File: config.mk
export PLATFORM = sky130hd
export DESIGN_NAME = psf_page_status_fault
export DESIGN_NICKNAME = d
export VERILOG_FILES = /design/src/include/psf_pkg.sv /design/src/rtl/psf_fault_log.sv /design/src/rtl/psf_page_status_fault.sv /design/src/rtl/psf_pin_sync.sv
export SDC_FILE = /design/constraint.sdc
export NUM_CORES = 1
export LEC_CHECK = 0
export BUFFER_PORTS_ARGS = -buffer_cell sky130_fd_sc_hd__buf_2
export CAP_MARGIN = 20
export CELL_PAD_IN_SITES_DETAIL_PLACEMENT = 1
export CELL_PAD_IN_SITES_GLOBAL_PLACEMENT = 1
export CORE_ASPECT_RATIO = 0.7
export CORE_UTILIZATION = 35
export DETAILED_ROUTE_END_ITERATION = 8
export PLACE_DENSITY_LB_ADDON = 0.08
export SYNTH_ARGS = -nofsm -noshare
export SYNTH_HDL_FRONTEND = slang
export SYNTH_SLANG_ARGS = --single-unit
File: constraint.sdc
create_clock -name sys_clk -period 3 [get_ports sys_clk]
set_clock_uncertainty 0.05 [all_clocks]
set_input_delay 0.15 -clock sys_clk [delete_from_list [all_inputs] [get_ports sys_clk]]
set_output_delay 0.15 -clock sys_clk [all_outputs]
set_load 0.01 [all_outputs]
File: src/include/psf_pkg.sv
`default_nettype none
package psf_pkg;
   // register offsets (low address byte)
   localparam logic [7:0] PSF_OFS_PAGE_CONTROL = 8'h00;
   localparam logic [7:0] PSF_OFS_RAMP_KEY     = 8'h01;
   localparam logic [7:0] PSF_OFS_INPUT_LEVELS = 8'h02;
   localparam logic [7:0] PSF_OFS_OVERCURRENT  = 8'h04;
   localparam logic [7:0] PSF_OFS_SHUTDOWN_LOG = 8'h05;
   // page_control fields
   localparam int PSF_AUTO_RETURN_BIT = 7;
   localparam int PSF_WMODE_BIT  = 6;
   localparam int PSF_PAGE_MSB   = 5;
   // status_ramp_key fields
   localparam int PSF_RAMP_BIT = 2;
   localparam int PSF_KEY_BIT  = 0;
   // shutdown_cause_log fields
   localparam int PSF_LOG_WAIT  = 7;
   localparam int PSF_LOG_RREQ  = 6;
   localparam int PSF_LOG_KEY   = 5;
   localparam int PSF_LOG_TEMP  = 4;
   localparam int PSF_LOG_START = 3;
   localparam int PSF_LOG_LOWUV = 2;
   localparam int PSF_LOG_POR   = 1;
   localparam int PSF_LOG_WDG   = 0;
   // reset values
   localparam logic [7:0] PSF_PAGE_CONTROL_RST = 8'h00;
   localparam logic [7:0] PSF_SHUTDOWN_LOG_RST = 8'h00;
   localparam logic [7:0] PSF_PIN_SYNC_RST     = 8'hFF;
   // timing
   localparam longint PSF_CLK_HZ             = 250_000_000;
   localparam longint PSF_VDD_START_WINDOW_S = 16;
   localparam longint PSF_VDD_START_CYCLES   = PSF_VDD_START_WINDOW_S * PSF_CLK_HZ;
   // bus slave address; value is arbitrary
   localparam logic [6:0] PSF_DEV_ADDR_DEFAULT = 7'h5A;
   typedef enum logic [2:0] {
      PSF_IDLE = 3'b000,
      PSF_RX   = 3'b001,
      PSF_ACK  = 3'b010,
      PSF_TX   = 3'b011,
      PSF_RACK = 3'b100
   } psf_bus_st_t;
   typedef enum logic [1:0] {
      PSF_CTX_ADDR = 2'b00,
      PSF_CTX_REG  = 2'b01,
      PSF_CTX_DATA = 2'b10
   } psf_ctx_t;
endpackage
`default_nettype wire

File: src/rtl/psf_fault_log.sv
`timescale 1ns/1ns
`default_nettype none
module psf_fault_log
   import psf_pkg::*;
#(
   parameter logic [31:0] VDD_START_CYCLES = 32'(PSF_VDD_START_CYCLES)
) (
   input  wire logic       sys_clk,
   input  wire logic       nrst,
   input  wire logic       wait_step_timeout,
   input  wire logic       reset_request_pd,
   input  wire logic       power_key_reset,
   input  wire logic       critical_overtemp,
   input  wire logic       supply_start_uv,
   input  wire logic       supply_lower_uv,
   input  wire logic       power_on_start,
   input  wire logic       watchdog_expiry,
   input  wire logic       system_reset_out_n,
   input  wire logic       clr_we,
   input  wire logic [7:0] clr_data,
   output logic      [7:0] log_q
);
   typedef struct packed {
      logic [7:0]  log;
      logic [31:0] cnt;
   } psf_log_st_t;

   psf_log_st_t r;
   psf_log_st_t next_r;
   logic [7:0]  set;
   logic [7:0]  clr_mask;
   logic        early;

   if (VDD_START_CYCLES == 32'h0) begin : g_chk
      $error("psf_fault_log: window must be at least one cycle");
   end

   // window timer runs from release of the system reset output
   always_comb begin
      next_r = r;
      early  = !system_reset_out_n || (r.cnt < VDD_START_CYCLES);
      if (!system_reset_out_n) begin
         next_r.cnt = 32'h0;
      end else if (r.cnt != VDD_START_CYCLES) begin
         next_r.cnt = r.cnt + 32'h1;
      end
      set                = 8'h00;
      set[PSF_LOG_WAIT]  = wait_step_timeout;
      set[PSF_LOG_RREQ]  = reset_request_pd;
      set[PSF_LOG_KEY]   = power_key_reset;
      set[PSF_LOG_TEMP]  = critical_overtemp;
      set[PSF_LOG_START] = supply_start_uv && early;
      set[PSF_LOG_LOWUV] = supply_lower_uv;
      set[PSF_LOG_POR]   = power_on_start;
      set[PSF_LOG_WDG]   = watchdog_expiry;
      clr_mask           = clr_we ? clr_data : 8'h00;
      // set beats a clear in the same cycle so no event is lost
      next_r.log         = (r.log & ~clr_mask) | set;
   end

   always_ff @(posedge sys_clk or negedge nrst) begin
      if (!nrst) begin
         r.log <= PSF_SHUTDOWN_LOG_RST;
         r.cnt <= 32'h0;
      end else begin
         r <= next_r;
      end
   end

   assign log_q = r.log;
endmodule // psf_fault_log
`default_nettype wire

File: src/rtl/psf_page_status_fault.sv
`timescale 1ns/1ns
`default_nettype none
module psf_page_status_fault
   import psf_pkg::*;
#(
   parameter logic [6:0]  DEV_ADDR         = PSF_DEV_ADDR_DEFAULT,
   parameter logic [31:0] VDD_START_CYCLES = 32'(PSF_VDD_START_CYCLES)
) (
   input  wire logic       sys_clk,
   input  wire logic       nrst,
   input  wire logic       scl_in,
   input  wire logic       sda_in,
   output logic            sda_out,
   output logic            sda_oe_n,
   input  wire logic       power_key_pin_n,
   input  wire logic [4:0] gpi_pin,
   input  wire logic       voltage_ramp_active,
   input  wire logic [3:0] regulator_overcurrent_flag,
   input  wire logic       wait_step_timeout,
   input  wire logic       external_reset_request,
   input  wire logic       power_key_reset,
   input  wire logic       critical_overtemp,
   input  wire logic       system_supply_start_uv,
   input  wire logic       system_supply_lower_uv,
   input  wire logic       power_on_start,
   input  wire logic       watchdog_expiry,
   input  wire logic       system_reset_out_n,
   output logic      [5:0] page_sel,
   output logic      [7:0] shutdown_cause_log
);
   typedef struct packed {
      psf_bus_st_t st;
      psf_ctx_t    ctx;
      logic [3:0]  cnt;
      logic [7:0]  sh;
      logic        rw;
      logic [7:0]  ptr;
      logic        drv;
      logic [5:0]  page;
      logic        wmode;
      logic        page_auto_return;
      logic        scl_q;
      logic        sda_q;
      logic        clr_we;
      logic [7:0]  clr_data;
   } psf_main_st_t;

   psf_main_st_t r;
   psf_main_st_t next_r;
   logic [7:0]   pins;
   logic         scl_f;
   logic         sda_f;
   logic         key_level;
   logic [4:0]   gpi_level;
   logic         scl_rise;
   logic         scl_fall;
   logic         start_c;
   logic         stop_c;
   logic         wr_en;
   logic         load;
   logic         access;
   logic [7:0]   rd_byte;

   // page bit zero takes no part in the decode from the bus
   function automatic logic psf_low_page(input logic [5:0] pg);
      return pg[PSF_PAGE_MSB:1] == 5'h00;
   endfunction

   // pins from outside pass the three-stage filter
   psf_pin_sync #(
      .W       (8),
      .RST_VAL (PSF_PIN_SYNC_RST)
   ) u_sync (
      .sys_clk (sys_clk),
      .nrst    (nrst),
      .din     ({gpi_pin, power_key_pin_n, sda_in, scl_in}),
      .dout    (pins)
   );

   assign scl_f     = pins[0];
   assign sda_f     = pins[1];
   assign key_level = pins[2];
   assign gpi_level = pins[7:3];

   psf_fault_log #(
      .VDD_START_CYCLES (VDD_START_CYCLES)
   ) u_log (
      .sys_clk            (sys_clk),
      .nrst               (nrst),
      .wait_step_timeout  (wait_step_timeout),
      .reset_request_pd   (external_reset_request),
      .power_key_reset    (power_key_reset),
      .critical_overtemp  (critical_overtemp),
      .supply_start_uv    (system_supply_start_uv),
      .supply_lower_uv    (system_supply_lower_uv),
      .power_on_start     (power_on_start),
      .watchdog_expiry    (watchdog_expiry),
      .system_reset_out_n (system_reset_out_n),
      .clr_we             (r.clr_we),
      .clr_data           (r.clr_data),
      .log_q              (shutdown_cause_log)
   );

   // bus line events on the filtered levels
   assign scl_rise = scl_f & ~r.scl_q;
   assign scl_fall = ~scl_f & r.scl_q;
   assign start_c  = scl_f & r.scl_q & r.sda_q & ~sda_f;
   assign stop_c   = scl_f & r.scl_q & ~r.sda_q & sda_f;

   // read mux; status bits are live, nothing latched here
   always_comb begin
      rd_byte = 8'h00;
      if (r.ptr == PSF_OFS_PAGE_CONTROL) begin
         rd_byte = {r.page_auto_return, r.wmode, r.page};
      end else if (psf_low_page(r.page)) begin
         unique case (r.ptr)
            PSF_OFS_RAMP_KEY: begin
               rd_byte[PSF_RAMP_BIT] = voltage_ramp_active;
               rd_byte[PSF_KEY_BIT]  = key_level;
            end
            PSF_OFS_INPUT_LEVELS: rd_byte = {3'h0, gpi_level};
            PSF_OFS_OVERCURRENT:  rd_byte = {4'h0, regulator_overcurrent_flag};
            PSF_OFS_SHUTDOWN_LOG: rd_byte = shutdown_cause_log;
            default:           rd_byte = 8'h00;
         endcase
      end
   end

   // serial slave and register side effects
   always_comb begin
      next_r        = r;
      next_r.scl_q  = scl_f;
      next_r.sda_q  = sda_f;
      next_r.clr_we = 1'b0;
      wr_en         = 1'b0;
      load          = 1'b0;
      if (start_c) begin
         next_r.st  = PSF_RX;
         next_r.ctx = PSF_CTX_ADDR;
         next_r.cnt = 4'h0;
         next_r.drv = 1'b0;
      end else if (stop_c) begin
         next_r.st  = PSF_IDLE;
         next_r.drv = 1'b0;
      end else begin
         unique case (r.st)
            PSF_IDLE: begin
               next_r.drv = 1'b0;
            end
            PSF_RX: begin
               if (scl_rise) begin
                  next_r.sh  = {r.sh[6:0], sda_f};
                  next_r.cnt = r.cnt + 4'h1;
               end else if (scl_fall && r.cnt == 4'h8) begin
                  next_r.cnt = 4'h0;
                  next_r.st  = PSF_ACK;
                  next_r.drv = 1'b1;
                  unique case (r.ctx)
                     PSF_CTX_ADDR: begin
                        if (r.sh[7:1] == DEV_ADDR) begin
                           next_r.rw  = r.sh[0];
                           next_r.ctx = PSF_CTX_REG;
                        end else begin
                           // not ours: stay off the line until a new start
                           next_r.st  = PSF_IDLE;
                           next_r.drv = 1'b0;
                        end
                     end
                     PSF_CTX_REG: begin
                        next_r.ptr = r.sh;
                        next_r.ctx = PSF_CTX_DATA;
                     end
                     default: begin
                        wr_en = 1'b1;
                        if (r.wmode) begin
                           next_r.ctx = PSF_CTX_REG;
                        end else begin
                           next_r.ptr = r.ptr + 8'h01;
                        end
                     end
                  endcase
               end
            end
            PSF_ACK: begin
               if (scl_fall) begin
                  next_r.drv = 1'b0;
                  if (r.rw) begin
                     load = 1'b1;
                  end else begin
                     next_r.st = PSF_RX;
                  end
               end
            end
            PSF_TX: begin
               if (scl_rise) begin
                  next_r.cnt = r.cnt + 4'h1;
               end else if (scl_fall) begin
                  if (r.cnt == 4'h8) begin
                     next_r.drv = 1'b0;
                     next_r.cnt = 4'h0;
                     next_r.st  = PSF_RACK;
                  end else begin
                     next_r.drv = ~r.sh[7];
                     next_r.sh  = {r.sh[6:0], 1'b0};
                  end
               end
            end
            PSF_RACK: begin
               // a high ninth bit is the master's nack: end of read
               if (scl_rise && sda_f) begin
                  next_r.st = PSF_IDLE;
               end else if (scl_fall) begin
                  load = 1'b1;
               end
            end
            default: begin
               next_r.st  = PSF_IDLE;
               next_r.drv = 1'b0;
            end
         endcase
      end
      // fetch a read byte and drive its top bit at once
      if (load) begin
         next_r.st  = PSF_TX;
         next_r.cnt = 4'h0;
         next_r.sh  = {rd_byte[6:0], 1'b0};
         next_r.drv = ~rd_byte[7];
         next_r.ptr = r.ptr + 8'h01;
      end
      access = wr_en | load;
      // auto-return: page control access itself does not count
      if (access && r.page_auto_return && r.ptr != PSF_OFS_PAGE_CONTROL) begin
         next_r.page = 6'h00;
      end
      // status registers have no write path at all
      if (wr_en && r.ptr == PSF_OFS_PAGE_CONTROL) begin
         next_r.page_auto_return = r.sh[PSF_AUTO_RETURN_BIT];
         next_r.wmode  = r.sh[PSF_WMODE_BIT];
         next_r.page   = r.sh[PSF_PAGE_MSB:0];
      end else if (wr_en && psf_low_page(r.page) && r.ptr == PSF_OFS_SHUTDOWN_LOG) begin
         next_r.clr_we   = 1'b1;
         next_r.clr_data = r.sh;
      end
   end

   always_ff @(posedge sys_clk or negedge nrst) begin
      if (!nrst) begin
         r          <= '0;
         r.st       <= PSF_IDLE;
         r.ctx      <= PSF_CTX_ADDR;
         r.page_auto_return <= PSF_PAGE_CONTROL_RST[PSF_AUTO_RETURN_BIT];
         r.wmode    <= PSF_PAGE_CONTROL_RST[PSF_WMODE_BIT];
         r.page     <= PSF_PAGE_CONTROL_RST[PSF_PAGE_MSB:0];
         r.scl_q    <= 1'b1;
         r.sda_q    <= 1'b1;
      end else begin
         r <= next_r;
      end
   end

   // open drain: only ever pull low
   assign sda_out  = 1'b0;
   assign sda_oe_n = ~r.drv;
   assign page_sel = r.page;
endmodule // psf_page_status_fault
`default_nettype wire

File: src/rtl/psf_pin_sync.sv
`timescale 1ns/1ns
`default_nettype none
module psf_pin_sync
   import psf_pkg::*;
#(
   parameter int         W       = 8,
   parameter logic [7:0] RST_VAL = PSF_PIN_SYNC_RST
) (
   input  wire logic         sys_clk,
   input  wire logic         nrst,
   input  wire logic [W-1:0] din,
   output logic      [W-1:0] dout
);
   typedef struct packed {
      logic [W-1:0] s1;
      logic [W-1:0] s2;
      logic [W-1:0] s3;
      logic [W-1:0] lvl;
   } psf_sync_st_t;

   psf_sync_st_t r;
   psf_sync_st_t next_r;

   if (W < 1 || W > 8) begin : g_chk
      $error("psf_pin_sync: W must be 1..8");
   end

   // s1 feeds s2 only; a change is taken once s2 and s3 agree
   always_comb begin
      next_r     = r;
      next_r.s1  = din;
      next_r.s2  = r.s1;
      next_r.s3  = r.s2;
      next_r.lvl = (~(r.s2 ^ r.s3) & r.s3) | ((r.s2 ^ r.s3) & r.lvl);
   end

   always_ff @(posedge sys_clk or negedge nrst) begin
      if (!nrst) begin
         r <= {4{RST_VAL[W-1:0]}};
      end else begin
         r <= next_r;
      end
   end

   assign dout = r.lvl;
endmodule // psf_pin_sync
`default_nettype wire

==> flow_summary.yaml, run 1 <==
floorplan:
  ioPinCount: 40
  row_count: 40
  die_y_um: 112.6
  initial_core_util_pct: 35.70
  die_w_um: 159.9
  core_area_um2: 17120
  dieArea_um2: 18000
power:
  power.density_nw_per_um2: 592.7
  p_sw_share_pct: 27.49
  p_sw_w: 0.001194
  clockPowerShare_pct: 48.1
  leakagePower_nw: 3.125
  power_frac_comb_pct: 9.0
  seq_power_share_pct: 42.8
  intPower_w: 0.003150
  ir_worst_vdd_v: 0.0003718
cts:
  root_buffer: "clkbuf_16"
  clockBufferDepth: 2
  clk_pin_slew_ps: 60
  cts_tree: "yes"
  cts_sinks: 118
  cts_setup_buffers: 0
  clk_latency_ps: 420
  ctsResizeCount: 0
  cts_buffers: 17
  htreeDepth: 4
finish:
  nets: 673
  syn_to_final_growth_pct: 19.92
  final_util_pct: 42.81
  multiInputGateArea_um2: 2841
  final_area_um2: 7328
  drive_gt1_share_pct: 23.04
  final_cell_mix: "dfrtp_1, buf_2, nand2_1, dfstp_2, a21oi_1"
  n_antenna_cell: 0
  layout_commonest_cell: "dfrtp_1"
  ff_latch_area_um2: 2995
  fill_cells: 1909
setup_path:
  worstRegToRegCells: 6
  crit_end: "r[11]$_DFFE_PN0P_"
  start_kind: "flip-flop"
  critical_path.top_delay_family: "simple AND/OR/NAND/NOR gates"
  r2r_start: "r[20]$_DFFE_PN0P_"
  rr_endpoint: "r[11]$_DFFE_PN0P_"
  cp_num_cells: 6
  crit_arrival_ps: 3020
  critical_path_class: "flip-flop to flip-flop"
  slowest_stage: "nor3b_1"
  worstPathCellList: "inv_1, ha_1, nor3b_1, nand2_1, nor2_2, mux2_2"
  crit_start: "r[20]$_DFFE_PN0P_"
  worst-path-max-fanout: 8
  rrSetupSlack_ps: 220
  cpPeakStageDelay_ps: 690
  cp-end-kind: "flip-flop"
  crit_buf_inv: 1
  required_ps: 3240
run_status:
  status: "finished clean"
detailed_routing:
  ant_nets: 0
  vias: 4734
  routed_wl_um: 16940
  viasPerCell: 5.367
  drc: 0
  drt-wirelength-per-cell_um: 19.21
  dr.pass1.iters: 4
  drtIter0Drc: 393
synthesis:
  synth-seq-cells: 118
  synth_flop_cell: "dfrtp_1"
  post_synth_main_area_contributors: "dfrtp_1, dfstp_2, xnor2_1"
  synth_nets: 615
  yosysTopAreaCell: "dfrtp_1"
  ys_warn_count: 0
  syn-cell-area_um2: 6111
  ys_types: 67
  yosys.area.top_type_share_pct: 34.40
  ys_seq_area_share_pct: 49.02
  synth_area_per_cell_um2: 10.54
  synth_edf_count: 0
  synthCells: 580
  synthArstFlopShare_pct: 100.0
placement:
  dp_hpwl_um: 12270
  dpl_cell_area_um2: 6553
  portBuffers: 38
  gp_congestion: 0.8501
grt:
  grt_pass1_wl_um: 28070
  overflow: 0
  grt_pass1_vias: 4830
  grt_usage_pct: 20.27
  antenna_found_initial: 0
  grt_max_degree: 61
timing:
  hold_viol: 0
  fin_setup_tns_ps: 0
  max_freq_mhz: 359.6
  tightest_slew_ps: 798.5
  whs_ps: 175.1
  fin_crit_ps: 2781
  finalCritPeriodShare_pct: 92.70
  rsz0062_at_grt: "false"
  slew_headroom_pct: 46.76
  maxSlewViolCount: 0
  setup_viol: 0
hold_path:
  hp-class: "primary input to flip-flop"
job:
  max_cap_violations: 0
-- kinds of logic after synthesis --
| kind of cell | synth area share (%) |
|---|---|
| muxes | 5.242 |
| other | 0.06137 |
| AOI/OAI and AO/OA | 14.13 |
| xor gates and xnor gates | 3.870 |
| DFF | 49.02 |
| and+or+nand+nor | 19.64 |
| buffers and inverters | 4.484 |
| adders and majority gates | 3.563 |
-- worst min path at each step --
stage	startpoint	endpoint	slack [ps]	cells after the start
6_report	system_reset_out_n	u_log.r[30]$_DFFE_PN0P_	180	2
5_1_grt	system_reset_out_n	u_log.r[31]$_DFFE_PN0P_	230	2
4_1_cts	system_reset_out_n	u_log.r[30]$_DFFE_PN0P_	180	2
3_5_place_dp	sda_in	u_sync.next_r[17]$_DFF_PN1_	210	1
3_3_place_gp	gpi_pin[3]	u_sync.next_r[22]$_DFF_PN1_	200	1
2_1_floorplan	nrst	page_sel[0]$_DFFE_PN0P_	-200	0
-- power groups by stage --
stage	clock, W	sequential, W	combinational [W]
2_1_floorplan	0	0.00181	0.000234
3_3_place_gp	0	0.00188	0.000367
3_5_place_dp	0	0.00189	0.000377
4_1_cts	0.00214	0.00186	0.000396
5_1_grt	0.00222	0.00187	0.000445
6_report	0.00209	0.00186	0.000393
-- sequential cells by signal, indices dropped and copies added (netlist names), named ones only --
signal / cells
r: 40
u_log.r: 32
u_sync.next_r: 16
u_log.log_q: 8
u_sync.r: 8
page_sel: 6
-- worst reg2reg max path: stages (launching register included) --
cell	delay [ps]
dfrtp_1	450
inv_1	110
ha_1	330
nor3b_1	700
nand2_1	280
nor2_2	350
mux2_2	390
-- cells in the mapped netlist, types with 7 or more instances --
master,n
a21o_1,9
a21oi_1,27
a22o_1,10
a22oi_1,15
and2_1,26
and3_1,12
buf_4,15
clkbuf_1,17
dfrtp_1,84
dfstp_2,34
ha_1,11
inv_1,19
maj3_1,8
mux2_2,8
mux2_4,8
mux2i_1,11
nand2_1,35
nand2b_1,7
nand3_1,26
nand4_1,17
nor2_1,20
nor2b_1,17
nor3_1,12
o21ai_0,10
o22ai_1,7
xnor2_1,21
-- routing by layer --
layer	vias to the layer above	track usage [%]	wire, µm
li1	2210	-	-
met1	2397	32.13	9041
met2	111	27.45	6879
met3	16	3.806	839
met4	0	5.587	180
met5	-	0	0
-- final cells by class --
cell class,instances,area share [%]
sequential,118,40.87
multi-input combinational,407,38.77
timing repair buffer,75,7.171
clock buffer,18,5.993
tap,231,3.944
clock inverter,14,2.271
inverter,19,0.9732
-- per-stage QoR --
step | power, W | cells | setup WS, ps
after global placement | 0.002252 | 833 | 430.1
after floorplan | 0.002043 | 580 | 523.3
after detailed placement | 0.002263 | 833 | 278.3
final | 0.004343 | 882 | 218.9
after CTS | 0.004399 | 882 | 239.2
after global routing | 0.004535 | 882 | 44.00
-- what timing repair did --
item	in CTS	in global routing
hold endpoints to repair	66	0
hold buffers	17	0
setup endpoints to repair	0	0
(Power assumes the default switching activity.)
==> inputs of run 2 (changes only) <==
Settings changed: MAX_ROUTING_LAYER set to met4, SKIP_LAST_GASP set to 1.
==> run 2 against run 1 <==
  * Sequential power barely moved
  * Design area did not move
  * Non-clock buffer count did not move
  * Register-to-register slack barely moved
  * Via count fell by 0.38%
  * Critical path depth did not move
  * Cell count did not move
  * Worst hold slack improved by 9.6 ps
  * Core utilization did not move
  * Sequential share of layout area did not move
  * Critical path type unchanged
==> flow_summary.yaml, run 2 (synthesis gave the netlist of run 1 again) <==
run_status:
  status: "finished clean"
finish:
  ff_latch_area_um2: 2995
  syn_to_final_growth_pct: 19.92
  drive_gt1_share_pct: 23.04
  nets: 673
  final_cell_mix: "dfrtp_1, buf_2, nand2_1, dfstp_2, a21oi_1"
  largest_register: "r"
  n_antenna_cell: 0
  largest_reg_flops: 40
  layout_commonest_cell: "dfrtp_1"
  fill_cells: 1909
  multiInputGateArea_um2: 2841
setup_path:
  required_ps: 3240
  slowest_stage: "nor3b_1"
  cp-end-kind: "flip-flop"
  critical_path_class: "flip-flop to flip-flop"
  worst-path-max-fanout: 8
  crit_arrival_ps: 3040
  cpPeakStageDelay_ps: 710
  worstPathCellList: "inv_1, ha_1, nor3b_1, nand2_1, nor2_2, mux2_2"
  start_kind: "flip-flop"
timing:
  tightest_slew_ps: 813.2
  fin_crit_ps: 2794
  hold_viol: 0
  worst_slack_ps: 206.0
  setup_viol: 0
  rsz0062_at_grt: "false"
  slew_headroom_pct: 45.67
  finalCritPeriodShare_pct: 93.13
  fin_setup_tns_ps: 0
  maxSlewViolCount: 0
  max_freq_mhz: 357.9
grt:
  grt_pass1_wl_um: 28060
  antenna_found_initial: 0
  use_met2_pct: 27.57
  grt_pass1_vias: 4849
  busiest_layer: "met1"
  overflow: 0
  grt_usage_pct: 20.88
  grt_use_met1_pct: 31.99
  grt_max_degree: 61
  use_met3_pct: 4.139
floorplan:
  ioPinCount: 40
  core_area_um2: 17120
  die_y_um: 112.6
  dieArea_um2: 18000
  initial_core_util_pct: 35.70
  die_w_um: 159.9
  row_count: 40
cts:
  htreeDepth: 4
  cts_setup_buffers: 0
  cts_tree: "yes"
  ctsResizeCount: 0
  clk_pin_slew_ps: 60
  clockBufferDepth: 2
  root_buffer: "clkbuf_16"
  cts_sinks: 118
  ctsHoldBuffers: 17
  cts_buffers: 17
  clk_latency_ps: 420
power:
  ir_worst_vdd_v: 0.0003704
  power.density_nw_per_um2: 592.0
  leakagePower_nw: 3.125
placement:
  dp_slack_ps: 278.3
  gp_congestion: 0.8635
  portBuffers: 38
  dp_hpwl_um: 12270
detailed_routing:
  routed_wl_um: 16860
  drtIter0Drc: 374
  drt-wirelength-per-cell_um: 19.12
  drc: 0
  ant_nets: 0
  dr.pass1.iters: 6
  vias: 4716
  viasPerCell: 5.347
job:
  max_cap_violations: 0
hold_path:
  hp-class: "primary input to flip-flop"
## run 2: cell counts in the layout (fill, tap and decap cells not counted)
Identical to the previous run, type by type.
## run 2: where the power goes
group | total (W) | leakage, nW | switching, W | internal, W
registers | 0.00186 | 1.46 | 0.000152 | 0.00171
clock network | 0.00209 | 0.295 | 0.000816 | 0.00127
logic | 0.000394 | 1.37 | 0.000221 | 0.000173
total | 0.00434 | 3.12 | 0.00119 | 0.00315
## run 2: per-layer routing
metal | wire (µm) | share of wire, % | vias to the layer above
met2 | 6804 | 40 | 90
met3 | 726 | 4.3 | 14
met4 | 164 | 0.97 | 0
li1 | - | - | 2213
met5 | 0 | 0 | -
met1 | 9169 | 54 | 2399
## run 2: worst paths after layout
kind                                              from                          end  slack, ps  depth (start not counted)
max                                  r[20]$_DFFE_PN0P_            r[11]$_DFFE_PN0P_        210                          6
min                                 system_reset_out_n      u_log.r[30]$_DFFE_PN0P_        180                          2
max reg2reg                          r[20]$_DFFE_PN0P_            r[11]$_DFFE_PN0P_        210                          6
min reg2reg                u_sync.next_r[18]$_DFF_PN1_  u_sync.next_r[10]$_DFF_PN1_        310                          0
max in group asynchronous                         nrst        u_sync.r[8]$_DFF_PN1_       1700                          3
min in group asynchronous                         nrst      u_log.r[14]$_DFFE_PN0P_        290                          2
## run 2: area by class of cell
type / instances / share of cell area (%)
Inverter: 19 / 0.9732
Clock buffer: 18 / 5.993
Timing Repair Buffer: 75 / 7.171
Tap cell: 231 / 3.944
Multi-Input combinational cell: 407 / 38.77
Clock inverter: 14 / 2.271
Sequential cell: 118 / 40.87
## run 2: through the flow
stage	total power, W	instances	hold WS, ps	util [%]	area [µm²]
after CTS	0.004399	882	182.1	42.81	7328
after floorplan	0.002043	580	-195.6	-	6111
after detailed placement	0.002263	833	206.3	38.28	6553
after global routing	0.004537	882	221.7	42.81	7328
final	0.004338	882	184.7	42.81	7328
after global placement	0.002252	833	204.9	38.28	6553
## run 2: worst max-delay path: cells and delay by family, from the launching register on
family	cells	cell delay (ps)
simple gates	3	1340
flops	1	450
mux	1	390
fa+ha+maj	1	330
buf+inv	1	110
==> inputs of run 3 (changes only) <==
Settings changed: PLACE_DENSITY set to 0.7, PLACE_DENSITY_LB_ADDON 0.08 to unset.
==> run 3 against run 2 <==
  * Worst hold slack worse by 89 ps
  * Non-clock buffer count down 1
  * Design area up 0.43%
  * Highest routed layer unchanged
  * Combinational power down 2%
  * Sequential power about the same
  * Sequential cell count unchanged
  * Maximum frequency up 2.0%
  * Register-to-register slack better by 50 ps
  * Critical endpoint is now r[12]$_DFFE_PN0P_
  * Global-route usage up 0.16 points
  * Die area unchanged
==> flow_summary.yaml, run 3 (synthesis gave the netlist of run 1 again) <==
detailed_routing:
  dr.pass1.iters: 5
  ant_nets: 0
  drt-wirelength-per-cell_um: 19.60
  vias: 4845
  routed_wl_um: 17280
  viasPerCell: 5.493
  drtIter0Drc: 325
  drc: 0
power:
  power.density_nw_per_um2: 605.6
  p_sw_w: 0.001204
  p_sw_share_pct: 27.01
  seq_power_share_pct: 41.8
  clockPowerShare_pct: 49.5
  power_frac_comb_pct: 8.7
  ir_worst_vdd_v: 0.0003177
  intPower_w: 0.003253
  leakagePower_nw: 3.142
floorplan:
  die_w_um: 159.9
  ioPinCount: 40
  die_y_um: 112.6
  initial_core_util_pct: 35.70
  dieArea_um2: 18000
  row_count: 40
  core_area_um2: 17120
finish:
  nets: 672
  largest_reg_flops: 40
  final_util_pct: 43.00
  layout_commonest_cell: "dfrtp_1"
  syn_to_final_growth_pct: 20.43
  final_cell_mix: "dfrtp_1, buf_2, nand2_1, dfstp_2, a21oi_1"
  final_cell_count_no_fill: 882
  largest_register: "r"
  drive_gt1_share_pct: 22.92
setup_path:
  start_kind: "flip-flop"
  critical_path_class: "flip-flop to flip-flop"
  worst-path-max-fanout: 13
  cp-end-kind: "flip-flop"
  required_ps: 3260
  crit_arrival_ps: 3000
grt:
  grt_max_degree: 100
  grt_pass1_wl_um: 28210
  antenna_found_initial: 1
  grt_usage_pct: 21.04
  grt_pass1_vias: 5042
  overflow: 0
timing:
  fin_setup_tns_ps: 0
  hold_viol: 0
  maxSlewViolCount: 0
  slew_headroom_pct: 45.74
  fin_crit_ps: 2741
  finalCritPeriodShare_pct: 91.35
  max_freq_mhz: 364.9
  setup_viol: 0
  tightest_slew_ps: 806.5
  worst_slack_ps: 259.4
  rsz0062_at_grt: "false"
cts:
  clk_latency_ps: 430
  cts_sinks: 118
  clk_pin_slew_ps: 60
  clockBufferDepth: 2
  cts_setup_buffers: 0
  root_buffer: "clkbuf_16"
  ctsResizeCount: 0
  cts_buffers: 17
  cts_tree: "yes"
  ctsHoldBuffers: 17
  htreeDepth: 4
hold_path:
  hp-class: "primary input to async pin"
placement:
  portBuffers: 38
  dp_slack_ps: 297.9
  dp_hpwl_um: 12190
  gp_congestion: 0.8820
  dpl.cell_count: 831
job:
  max_cap_violations: 0
run_status:
  status: "finished clean"
[run 3: changes by cell type in the layout (fill, tap and decap cells not counted), sizes merged]
cell      delta
buf          -2
clkinv       -1
clkbuf       +3
diode        +1
clkinvlp     -1
[run 3: through the flow]
| stage | cell area [µm²] | hold slack [ps] | total power, W |
|---|---|---|---|
| finish | 7360 | 96.20 | 0.004457 |
| floorplan | 6111 | -195.6 | 0.002043 |
| global placement | 6538 | -0.8473 | 0.002230 |
| global route | 7360 | 118.5 | 0.004630 |
| CTS | 7350 | 90.72 | 0.004504 |
| detailed placement | 6538 | 6.100 | 0.002249 |
[run 3: layer usage]
metal | track usage (%) | wire length, µm | vias up
met5 | - | 0 | -
met4 | 6.476 | 224 | 0
met3 | 4.989 | 938 | 18
met2 | 28.90 | 7396 | 128
met1 | 30.27 | 8724 | 2496
li1 | - | - | 2203
[run 3: critical path: stages (launching register included)]
cell	delay, ps
dfrtp_1	510
or3b_2	560
a2111oi_2	580
nand2_1	190
nor2_2	350
mux2_2	380
[run 3: path summary, 6_finish.rpt]
check	startpoint	end	slack, ps	cells after the start
worst min register to register	u_sync.next_r[17]$_DFF_PN1_	u_sync.next_r[9]$_DFF_PN1_	310	0
worst max-delay path	r[44]$_DFFE_PN0P_	r[12]$_DFFE_PN0P_	260	5
worst max register to register	r[44]$_DFFE_PN0P_	r[12]$_DFFE_PN0P_	260	5
worst min-delay path	nrst	u_log.r[16]$_DFFE_PN0P_	100	2
max in group asynchronous	nrst	async pin	1960	3
min in group sys_clk	system_reset_out_n	u_log.r[2]$_DFFE_PN0P_	170	2
[run 3: cell type report]
cell class	count	area (µm²)
Timing Repair Buffer	74	518.0
Sequential cell	118	2995
Fill cell	1935	9757
Inverter	19	71.32
Antenna cell	1	2.502
Tap cell	231	289.0
Clock buffer	20	489.2
Clock inverter	12	152.6
Multi-Input combinational cell	407	2841
[run 3: power groups by stage]
stage	combinational [W]	sequential (W)	clock [W]
global route	0.000429	0.00187	0.00233
CTS	0.000391	0.00185	0.00226
floorplan	0.000234	0.00181	0
finish	0.000388	0.00186	0.00221
detailed placement	0.000368	0.00188	0
global placement	0.000356	0.00187	0
